$ cat config.mk
export PLATFORM = sky130hd
export DESIGN_NAME = ssc_ctrl
export DESIGN_NICKNAME = d
export VERILOG_FILES = /design/src/hw/ssc_pkg.sv /design/src/hw/ssc_ctrl.sv
export SDC_FILE = /design/constraint.sdc
export NUM_CORES = 1
export LEC_CHECK = 0
export BUFFER_PORTS_ARGS = -buffer_cell sky130_fd_sc_hd__buf_2
export CORE_UTILIZATION = 55
export DETAILED_ROUTE_END_ITERATION = 8
export PLACE_DENSITY = 0.73
export SYNTH_ARGS = -nofsm -noshare
export SYNTH_HDL_FRONTEND = slang
export SYNTH_SLANG_ARGS = --single-unit
$ cat constraint.sdc
create_clock -name mclk_i -period 5 [get_ports mclk_i]
set_clock_uncertainty 0.05 [all_clocks]
set_input_delay 0.25 -clock mclk_i [delete_from_list [all_inputs] [get_ports mclk_i]]
set_output_delay 0.25 -clock mclk_i [all_outputs]
set_load 0.02 [all_outputs]
$ cat src/hw/ssc_pkg.sv
/*
 * Constants for the supply control I2C slave: address, register layout,
 * reset value and protection timing.
 * Assumes a single 40 MHz clock; SCL and SDA are sampled, not used as clocks.
 */
package ssc_pkg;
    // --------------------------------------------------------------
    // Address and register layout
    // --------------------------------------------------------------
    localparam logic [6:0] SSC_ADDR_BASE  = 7'h08;
    localparam logic [7:0] SSC_REG_RST    = 8'h00;
    localparam int         SSC_BIT_LIMIT  = 7;
    localparam int         SSC_BIT_TXSEL  = 6;
    localparam int         SSC_BIT_TONE   = 5;
    localparam int         SSC_BIT_COMP   = 4;
    localparam int         SSC_BIT_LEVEL  = 3;
    localparam int         SSC_BIT_EN     = 2;
    localparam int         SSC_BIT_OTF    = 1;
    localparam int         SSC_BIT_OLF    = 0;
    localparam logic [7:0] SSC_WR_MASK    = 8'hfc;
    // --------------------------------------------------------------
    // Pulsed protection timing
    // --------------------------------------------------------------
    localparam int CLK_HZ      = 40000000;
    localparam int T_OFF_MS    = 900;
    localparam int T_OFF_CYC   = (CLK_HZ / 1000) * T_OFF_MS;
    localparam int T_ON_CYC    = T_OFF_CYC / 10;
    localparam int TMR_W       = 26;

    typedef enum logic [2:0] {
        SSC_IDLE, SSC_ADDR, SSC_ACK, SSC_WDATA, SSC_RDATA, SSC_RACK
    } ssc_state_t;
    typedef enum logic [1:0] {SSC_P_ON, SSC_P_OFF, SSC_P_TRY} ssc_prot_t;
endpackage

$ cat src/hw/ssc_ctrl.sv
/*
 * Supply control slave: I2C register access plus output select logic.
 * Assumes open-drain SDA resolved outside; all pins but mclk_i and sys_rst_i asynchronous.
 */
`timescale 1ns/1ps
`default_nettype none
module ssc_ctrl
    import ssc_pkg::*;
#(
    parameter int T_OFF_P = ssc_pkg::T_OFF_CYC,
    parameter int T_ON_P  = ssc_pkg::T_ON_CYC
) (
    input  wire logic       mclk_i,
    input  wire logic       sys_rst_i,
    input  wire logic       scl_i,
    input  wire logic       sda_i,
    output logic            sda_o,
    output logic            sda_oe_o,
    input  wire logic [1:0] addr_sel_i,
    input  wire logic       undervoltage_lockout_i,
    input  wire logic       tone_gate_in_i,
    input  wire logic       tone_sense_in_i,
    input  wire logic       overtemp_i,
    input  wire logic       overcurrent_i,
    output logic            tone_detect_out_o,
    output logic            tone_on_o,
    output logic            receive_supply_out_o,
    output logic            transmit_supply_out_o,
    output logic            level_high_o,
    output logic            line_drop_comp_o,
    output logic            current_limit_static_sel_o,
    output logic            power_enable_o
);
    import ssc_pkg::*;

    // ----------------------------------------------------------------
    // Input synchronisers
    // ----------------------------------------------------------------
    logic [6:0] s1_ff, s2_ff;
    logic [1:0] as1_ff, as2_ff;
    always_ff @(posedge mclk_i) begin
        s1_ff  <= {scl_i, sda_i, undervoltage_lockout_i, tone_gate_in_i,
                   tone_sense_in_i, overtemp_i, overcurrent_i};
        s2_ff  <= s1_ff;
        as1_ff <= addr_sel_i;
        as2_ff <= as1_ff;
    end
    logic scl_s, sda_s, uvl_s, gate_s, sense_s, ot_s, oc_s;
    assign {scl_s, sda_s, uvl_s, gate_s, sense_s, ot_s, oc_s} = s2_ff;

    // ----------------------------------------------------------------
    // Bus engine
    // ----------------------------------------------------------------
    ssc_state_t st_ff, nxt_st;
    logic       scl_d_ff, sda_d_ff, nxt_scl_d, nxt_sda_d;
    logic [3:0] cnt_ff, nxt_cnt;
    logic [7:0] sh_ff, nxt_sh;
    logic       rd_ff, nxt_rd;
    logic [5:0] cfg_ff, nxt_cfg;
    logic       sdo_ff, nxt_sdo;
    logic       olf_ff, nxt_olf;
    logic [7:0] reg_val;
    logic       rise, fall, start_c, stop_c;

    assign rise    = scl_s & ~scl_d_ff;
    assign fall    = ~scl_s & scl_d_ff;
    assign start_c = scl_s & scl_d_ff & sda_d_ff & ~sda_s;
    assign stop_c  = scl_s & scl_d_ff & ~sda_d_ff & sda_s;
    // Overtemp flag live, overload flag held by protection, writable bits as last written
    assign reg_val = {cfg_ff, ot_s, olf_ff};

    always_comb begin
        nxt_st    = st_ff;
        nxt_scl_d = scl_s;
        nxt_sda_d = sda_s;
        nxt_cnt   = cnt_ff;
        nxt_sh    = sh_ff;
        nxt_rd    = rd_ff;
        nxt_cfg   = cfg_ff;
        nxt_sdo   = sdo_ff;
        if (uvl_s) begin
            // Lockout ignores traffic and clears config
            nxt_st  = SSC_IDLE;
            nxt_cfg = SSC_REG_RST[7:2];
            nxt_sdo = 1'b0;
        end else if (start_c) begin
            nxt_st  = SSC_ADDR;
            nxt_cnt = 4'h0;
            nxt_sdo = 1'b0;
        end else if (stop_c) begin
            nxt_st  = SSC_IDLE;
            nxt_sdo = 1'b0;
        end else begin
            unique case (st_ff)
                SSC_IDLE: ;
                SSC_ADDR, SSC_WDATA: begin
                    if (rise) begin
                        nxt_sh  = {sh_ff[6:0], sda_s};
                        nxt_cnt = cnt_ff + 4'h1;
                    end
                    if (fall && cnt_ff == 4'h8) begin
                        nxt_cnt = 4'h0;
                        if (st_ff == SSC_WDATA) begin
                            // Only writable bits stored
                            nxt_cfg = sh_ff[7:2];
                            nxt_sdo = 1'b1;
                            nxt_st  = SSC_ACK;
                        end else if (sh_ff[7:1] ==
                                     (SSC_ADDR_BASE | {5'h00, as2_ff})) begin
                            // Address match, low bit is direction
                            nxt_rd  = sh_ff[0];
                            nxt_sdo = 1'b1;
                            nxt_st  = SSC_ACK;
                        end else begin
                            nxt_st  = SSC_IDLE;
                        end
                    end
                end
                SSC_ACK: begin
                    if (fall) begin
                        if (rd_ff) begin
                            nxt_sh  = {reg_val[6:0], 1'b0};
                            nxt_sdo = ~reg_val[7];
                            nxt_cnt = 4'h1;
                            nxt_st  = SSC_RDATA;
                        end else begin
                            nxt_sdo = 1'b0;
                            nxt_st  = SSC_WDATA;
                        end
                    end
                end
                SSC_RDATA: begin
                    if (fall) begin
                        if (cnt_ff == 4'h8) begin
                            nxt_sdo = 1'b0;
                            nxt_st  = SSC_RACK;
                        end else begin
                            nxt_sdo = ~sh_ff[7];
                            nxt_sh  = {sh_ff[6:0], 1'b0};
                            nxt_cnt = cnt_ff + 4'h1;
                        end
                    end
                end
                SSC_RACK: begin
                    // Host ack sends another copy, nack ends
                    if (rise) begin
                        nxt_st = sda_s ? SSC_IDLE : SSC_ACK;
                    end
                end
            endcase
        end
    end

    // ----------------------------------------------------------------
    // Pulsed overload protection
    // ----------------------------------------------------------------
    ssc_prot_t           pst_ff, nxt_pst;
    logic [TMR_W-1:0]    tmr_ff, nxt_tmr;
    logic                cut;
    always_comb begin
        nxt_pst = pst_ff;
        nxt_tmr = tmr_ff;
        nxt_olf = olf_ff;
        if (cfg_ff[SSC_BIT_LIMIT - 2] || !cfg_ff[SSC_BIT_EN - 2]) begin
            // Static clamp or disabled: flag follows overload while enabled
            nxt_pst = SSC_P_ON;
            nxt_olf = oc_s & cfg_ff[SSC_BIT_EN - 2];
        end else begin
            unique case (pst_ff)
                SSC_P_ON: if (oc_s) begin
                    nxt_pst = SSC_P_OFF;
                    nxt_tmr = TMR_W'(T_OFF_P);
                    nxt_olf = 1'b1;
                end
                SSC_P_OFF: if (tmr_ff <= 1) begin
                    nxt_pst = SSC_P_TRY;
                    nxt_tmr = TMR_W'(T_ON_P);
                end else begin
                    nxt_tmr = tmr_ff - 1'b1;
                end
                SSC_P_TRY: if (oc_s) begin
                    nxt_pst = SSC_P_OFF;
                    nxt_tmr = TMR_W'(T_OFF_P);
                end else if (tmr_ff <= 1) begin
                    nxt_pst = SSC_P_ON;
                    nxt_olf = 1'b0;
                end else begin
                    nxt_tmr = tmr_ff - 1'b1;
                end
            endcase
        end
    end
    assign cut = (pst_ff == SSC_P_OFF) | ot_s;

    always_ff @(posedge mclk_i) begin
        if (sys_rst_i) begin
            st_ff    <= SSC_IDLE;
            scl_d_ff <= 1'b1;
            sda_d_ff <= 1'b1;
            cnt_ff   <= 4'h0;
            sh_ff    <= 8'h00;
            rd_ff    <= 1'b0;
            cfg_ff   <= SSC_REG_RST[7:2];
            sdo_ff   <= 1'b0;
            olf_ff   <= 1'b0;
            pst_ff   <= SSC_P_ON;
            tmr_ff   <= '0;
        end else begin
            st_ff    <= nxt_st;
            scl_d_ff <= nxt_scl_d;
            sda_d_ff <= nxt_sda_d;
            cnt_ff   <= nxt_cnt;
            sh_ff    <= nxt_sh;
            rd_ff    <= nxt_rd;
            cfg_ff   <= nxt_cfg;
            sdo_ff   <= nxt_sdo;
            olf_ff   <= nxt_olf;
            pst_ff   <= nxt_pst;
            tmr_ff   <= nxt_tmr;
        end
    end

    // ----------------------------------------------------------------
    // Supply outputs, all registered
    // ----------------------------------------------------------------
    logic en;
    assign en = cfg_ff[SSC_BIT_EN - 2] & ~cut;
    always_ff @(posedge mclk_i) begin
        if (sys_rst_i) begin
            sda_o                      <= 1'b0;
            sda_oe_o                   <= 1'b0;
            tone_detect_out_o          <= 1'b0;
            tone_on_o                  <= 1'b0;
            receive_supply_out_o       <= 1'b0;
            transmit_supply_out_o      <= 1'b0;
            level_high_o               <= 1'b0;
            line_drop_comp_o           <= 1'b0;
            current_limit_static_sel_o <= 1'b0;
            power_enable_o             <= 1'b0;
        end else begin
            sda_o    <= 1'b0;
            sda_oe_o <= nxt_sdo;
            tone_detect_out_o <= sense_s;
            // Tone forced or gated by pin
            tone_on_o <= en & cfg_ff[SSC_BIT_TXSEL - 2] &
                         (cfg_ff[SSC_BIT_TONE - 2] | gate_s);
            receive_supply_out_o  <= en & ~cfg_ff[SSC_BIT_TXSEL - 2];
            transmit_supply_out_o <= en & cfg_ff[SSC_BIT_TXSEL - 2];
            level_high_o     <= en & cfg_ff[SSC_BIT_LEVEL - 2];
            line_drop_comp_o <= en & cfg_ff[SSC_BIT_COMP - 2];
            current_limit_static_sel_o <= cfg_ff[SSC_BIT_LIMIT - 2];
            power_enable_o   <= en;
        end
    end
endmodule
`default_nettype wire

# Word level (Yosys, flattened, before mapping)
# Index checks and enable logic that the tools add are counted.
# Widths: inputs -> output; s select.
dict set report op_classes {
  addsub 2
  n_lt_le_gt_ge 1
  eq_ne 36
  muxes 50
  bitwise_logic 29
  n_reduce_logical 23
}
# cell n
set op_table {}
lappend op_table {{$mux 26} 4}
lappend op_table {{$pmux 26 s3} 1}
lappend op_table {{$mux 8} 5}
lappend op_table {{$mux 4} 8}
lappend op_table {{$ne 3x3->1 const B} 10}
lappend op_table {{$le 26x1->1 const B} 1}
lappend op_table {{$sub 26x1->26 const B} 1}
lappend op_table {{$ne 4x4->1 const B} 6}
lappend op_table {{$pmux 8 s3} 1}
lappend op_table {{$ne 2x2->1 const B} 11}
lappend op_table {{$mux 3} 6}
lappend op_table {{$and 1x1->1} 14}
lappend op_table {{$mux 2} 7}
lappend op_table {{$mux 1} 13}
lappend op_table {{$not 1->1} 13}
lappend op_table {{$pmux 3 s4} 1}
lappend op_table {{$pmux 4 s3} 1}
lappend op_table {{$reduce_and 6->1} 2}
lappend op_table {{$reduce_and 5->1} 2}
lappend op_table {{$reduce_and 9->1} 1}
lappend op_table {{$reduce_and 8->1} 1}
lappend op_table {{$reduce_bool 4->1} 2}
lappend op_table {{$eq 7x4->1} 1}
lappend op_table {{$reduce_and 7->1} 1}
lappend op_table {{other kinds (21)} 28}
dict set report word_totals {
  register_bits 80
  output_inout_bits 10
  word_cells 165
}

# Depth between registers and ports, before layout
dict set report logic_depth {
  depth_word 7
  mapped_depth 10
  depth_no_buf 7
}

# Worst setup path before layout
# Ideal clock, no wire load.
dict set report synth_path {
  kind {flip-flop to flip-flop}
  startpoint {register tmr_ff[2]}
  endpoint {register tmr_ff[17]}
  setup_ns 0.119
  arrival_time_ns 2.264
  t_required_ns 4.831
  setup_slack_ns 2.568
  path_stages_with_launch 8
  n_path_buf 2
  path_cell_list {dfxtp_1 > or4_1 > buf_2 > or4_4 > nor4_4 > buf_6 > a211oi_1 > o221a_2}
}
dict set report synth_via {
  elab_chain_cells 4
  elab_cells_between_ends 8
}
# item line_no
set synth_lines {}
lappend synth_lines {{start: declaration} ssc_ctrl.sv:158} ;# logic [TMR_W-1:0] tmr_ff, nxt_tmr;
lappend synth_lines {{start signal: assignment} ssc_ctrl.sv:219} ;# tmr_ff <= nxt_tmr;
lappend synth_lines {{$sub 26x1->26} {ssc_ctrl.sv:179, ssc_ctrl.sv:188}}
lappend synth_lines {{$mux 26} ssc_ctrl.sv:184} ;# end else if (tmr_ff <= 1) begin
lappend synth_lines {{$mux 26} ssc_ctrl.sv:181} ;# SSC_P_TRY: if (oc_s) begin
lappend synth_lines {{$pmux 26 s3} ssc_ctrl.sv:169} ;# unique case (pst_ff)
# Several ways; a longest one is shown, not always the timed one. The select of a mux whose other input is x is not followed.
# A chain may end at the register's enable or synchronous reset.

# Final worst setup path
dict set report layout_path {
  startpoint {register tmr_ff[2]}
  endpoint {register tmr_ff[22]}
}
# The elaborated chain is that of the path after synthesis.

==> results.cfg <==
[clock_network]
cts.clk_slew.worst_paths_ns = 0.09
clock_sink_count = 80
deepest_clock_path_buffer_count = 2
number_of_buffers_created_by_cts = 9
htree_num_levels = 3
clock_tree.root_cell = clkbuf_8
cts_tree = done
cts-resized-gates = 0
clock_latency_ns = 0.36
cts-hold-fix-buffers = 9
cts_setup_buffers = 0

[global_routing]
met3_usage_pct = 6.37
globalRoute.totalOverflow = 0
grtUsageMet1_pct = 37.4
wire_length_of_the_first_global_routing_pass_um = 17200
grt_start_max_net_pins = 29
met2_usage_pct = 44.8
antenna_violations_before_repair = 0
global_route.usage.total_pct = 28.1
first_global_vias = 3544
grt_busiest_layer = met2

[setup_path]
kind_of_start_point_of_the_critical_path = register
crit_required_ns = 5.23
critical_path_class = reg -> reg
r2r_setup_slack_ns = 1.76
cp.arrival_ns = 3.47
r2r_end = tmr_ff[22]$_SDFFE_PP0P_
worstRegToRegCells = 5
cp-end-kind = register
critical_path_fanouts_max = 21
r2r_path_start = tmr_ff[2]$_SDFFE_PP0P_

[job]
cap_viol_max_count = 0

[power]
power.density_nw_per_um2 = 280
power.ir.vdd_worst_uv = 247
pwr-share-seq_pct = 51.4
power_switching_share_pct = 24.7
pwr-share-clk_pct = 43.5
leakagePower_nw = 1.67
comb_power_share_pct = 5.0
internal_power_mw = 0.968
switchingPower_mw = 0.317

[layout]
layout.cells.most_common = dfxtp_1
synthToLayoutAreaGrowth_pct = 9.51
mostFrequentLayoutCells = dfxtp_1 (80), nor2_1 (39), a21oi_1 (34)
nNetsFinal = 511
drive_above_1_share_pct = 13.1
area_of_all_placed_cells_without_fillers_sq_um = 4580
num_antenna_cells = 0

[min_path]
hold_class = reg -> reg
worst_hold_path.num_cells = 0
end_point_of_the_worst_hold_path = s2_ff[0]$_DFF_P_
holdCritStartpoint = s1_ff[0]$_DFF_P_

[floorplanning]
io_pins = 21
floorplan_row_count = 31
start_util_pct = 57.4
die_extent_in_y_um = 89.2
core-area_sq_um = 7290
die_area_sq_um = 7960
dieWidth_um = 89.2

[routing]
vias = 3881
finalWirelength_um = 10400
firstDrtPassIters = 5
drt-initial-drc-count = 347
drt-wirelength-per-cell_um = 17.4
vias_per_cell = 6.50
drc = 0
number_of_nets_with_antenna_violations_after_detailed_routing = 0

[synthesis]
synth_ff_type = dfxtp_1
synth_seq_cells = 80
synth.net_count = 493
yosys_warnings = 0
synth_cells = 475
synth.yosys.seq_area_share_pct = 38.3
synthArstFlopShare_pct = 0
syn_avg_cell_area_sq_um = 8.81
syn_area_sq_um = 4180
ys_types = 78
synth-edff-count = 0

[sta]
rsz_0062_raised_after_global_routing = false
hold_fails_final_rpt = 0
worst_slew_pin_slew_ns = 1.03
drv_slew = 0
clock.fmax_mhz = 309
total_neg_setup_slack_ns = 0
final-setup-viol-count = 0
finalWorstPathRequiredPeriod_ns = 3.24
layout_worst_path_cycle_share_pct = 64.8
slew_headroom_pct = 31.0
post-route-worst-setup-slack_ns = 1.76

[placement]
io_port_bufs = 19
place.gp.congestion = 1.00
pre_cts_ws_ns = 1.81
post_dp_cell_area_sq_um = 4260
dp_hpwl_um = 6960

[outcome]
run_status = complete, no violations
==> critical path, stage by stage, from the launching register on <==
cell and delay, ns:
dfxtp_1 0.37, or4_1 0.69, or4_4 0.60, nor4_4 0.87, nor2_1 0.27, a311oi_2 0.29
==> how the worst max path moves through the flow <==
stage / start / endpoint / slack [ns] / depth (start not counted)
floorplan: tmr_ff[2]$_SDFFE_PP0P_ / tmr_ff[17]$_SDFFE_PP0P_ / 2.57 / 7
global placement: tmr_ff[2]$_SDFFE_PP0P_ / tmr_ff[22]$_SDFFE_PP0P_ / 1.92 / 5
CTS: tmr_ff[2]$_SDFFE_PP0P_ / tmr_ff[22]$_SDFFE_PP0P_ / 1.79 / 5
detailed placement: tmr_ff[2]$_SDFFE_PP0P_ / tmr_ff[22]$_SDFFE_PP0P_ / 1.81 / 5
global route: tmr_ff[2]$_SDFFE_PP0P_ / tmr_ff[10]$_SDFFE_PP0P_ / 1.62 / 5
finish: tmr_ff[2]$_SDFFE_PP0P_ / tmr_ff[22]$_SDFFE_PP0P_ / 1.76 / 5
==> state kept, by name, summed over array words and instances (netlist names), 2 cells and up <==
| name | count |
|---|---|
| st_ff | 3 |
| pst_ff | 2 |
| s2_ff | 7 |
| cnt_ff | 4 |
| cfg_ff | 6 |
| tmr_ff | 26 |
| as2_ff | 2 |
| s1_ff | 7 |
| sh_ff | 8 |
| as1_ff | 2 |
==> power groups by stage <==
| stage | combinational [mW] | clock [mW] | sequential [mW] |
|---|---|---|---|
| 6_report | 0.0648 | 0.559 | 0.661 |
| 5_1_grt | 0.0717 | 0.589 | 0.663 |
| 4_1_cts | 0.0642 | 0.564 | 0.661 |
| 3_5_place_dp | 0.0583 | 0 | 0.676 |
| 3_3_place_gp | 0.0566 | 0 | 0.675 |
| 2_1_floorplan | 0.0456 | 0 | 0.672 |
==> area by class of cell <==
cell class,instances,area [sq um]
flip-flops and latches,80,1600
fillers,651,2710
well taps,99,124
repair buffers,33,223
inverters,24,90.1
clock inverters,7,109
clock buffers,9,124
multi-input cells,345,2310
==> metrics by stage <==
stage                     utilization [%]  instances  total power [mW]  hold slack (ns)
final                                62.8        597              1.28            0.284
after CTS                            62.8        597              1.29            0.283
after floorplan                         -        475             0.718            0.228
after global routing                 62.8        597              1.32            0.289
after global placement               58.4        572             0.732            0.260
after detailed placement             58.4        572             0.734            0.262
==> Yosys cell counts (3+ instances only) <==
master	n	area share, %
nand3_1	12	1.4
nor2b_1	11	1.6
and2_1	7	1.0
nor2_1	39	3.5
clkbuf_1	15	1.3
o311ai_0	3	0.63
nand2b_1	8	1.2
o31a_1	3	0.63
o22ai_1	3	0.45
o32ai_1	6	1.3
or4_1	11	2.0
nand4_1	11	1.6
inv_1	24	2.2
a21oi_1	34	4.1
a211oi_1	16	2.9
clkbuf_8	3	0.99
o21ai_0	16	1.9
mux2i_1	17	4.1
a31oi_1	11	1.6
ha_1	7	2.1
xnor2_1	6	1.3
nor4_1	8	1.2
nand4b_1	3	0.63
o221a_2	3	0.81
nor3_1	17	2.0
dfxtp_1	80	38
or2_2	3	0.45
nor3b_1	3	0.54
or4_2	6	1.3
o31ai_1	9	1.6
nand2_1	22	2.0
==> cell families after synthesis <==
group | count (synthesis) | synth area share [%]
compound gates | 132 | 22.1
xor+xnor | 7 | 1.47
fa+ha+maj | 7 | 2.09
buf+inv | 50 | 6.49
flops | 80 | 38.3
mux | 17 | 4.07
other cells | 1 | 0.0896
simple gates | 181 | 25.4
==> metal layers <==
metal | wire length [um] | vias to the layer above
met1 | 4660 | 1833
met4 | 191 | 0
met2 | 4750 | 182
li1 | - | 1839
met3 | 793 | 27
met5 | 0 | -
(Power assumes the default switching activity.)
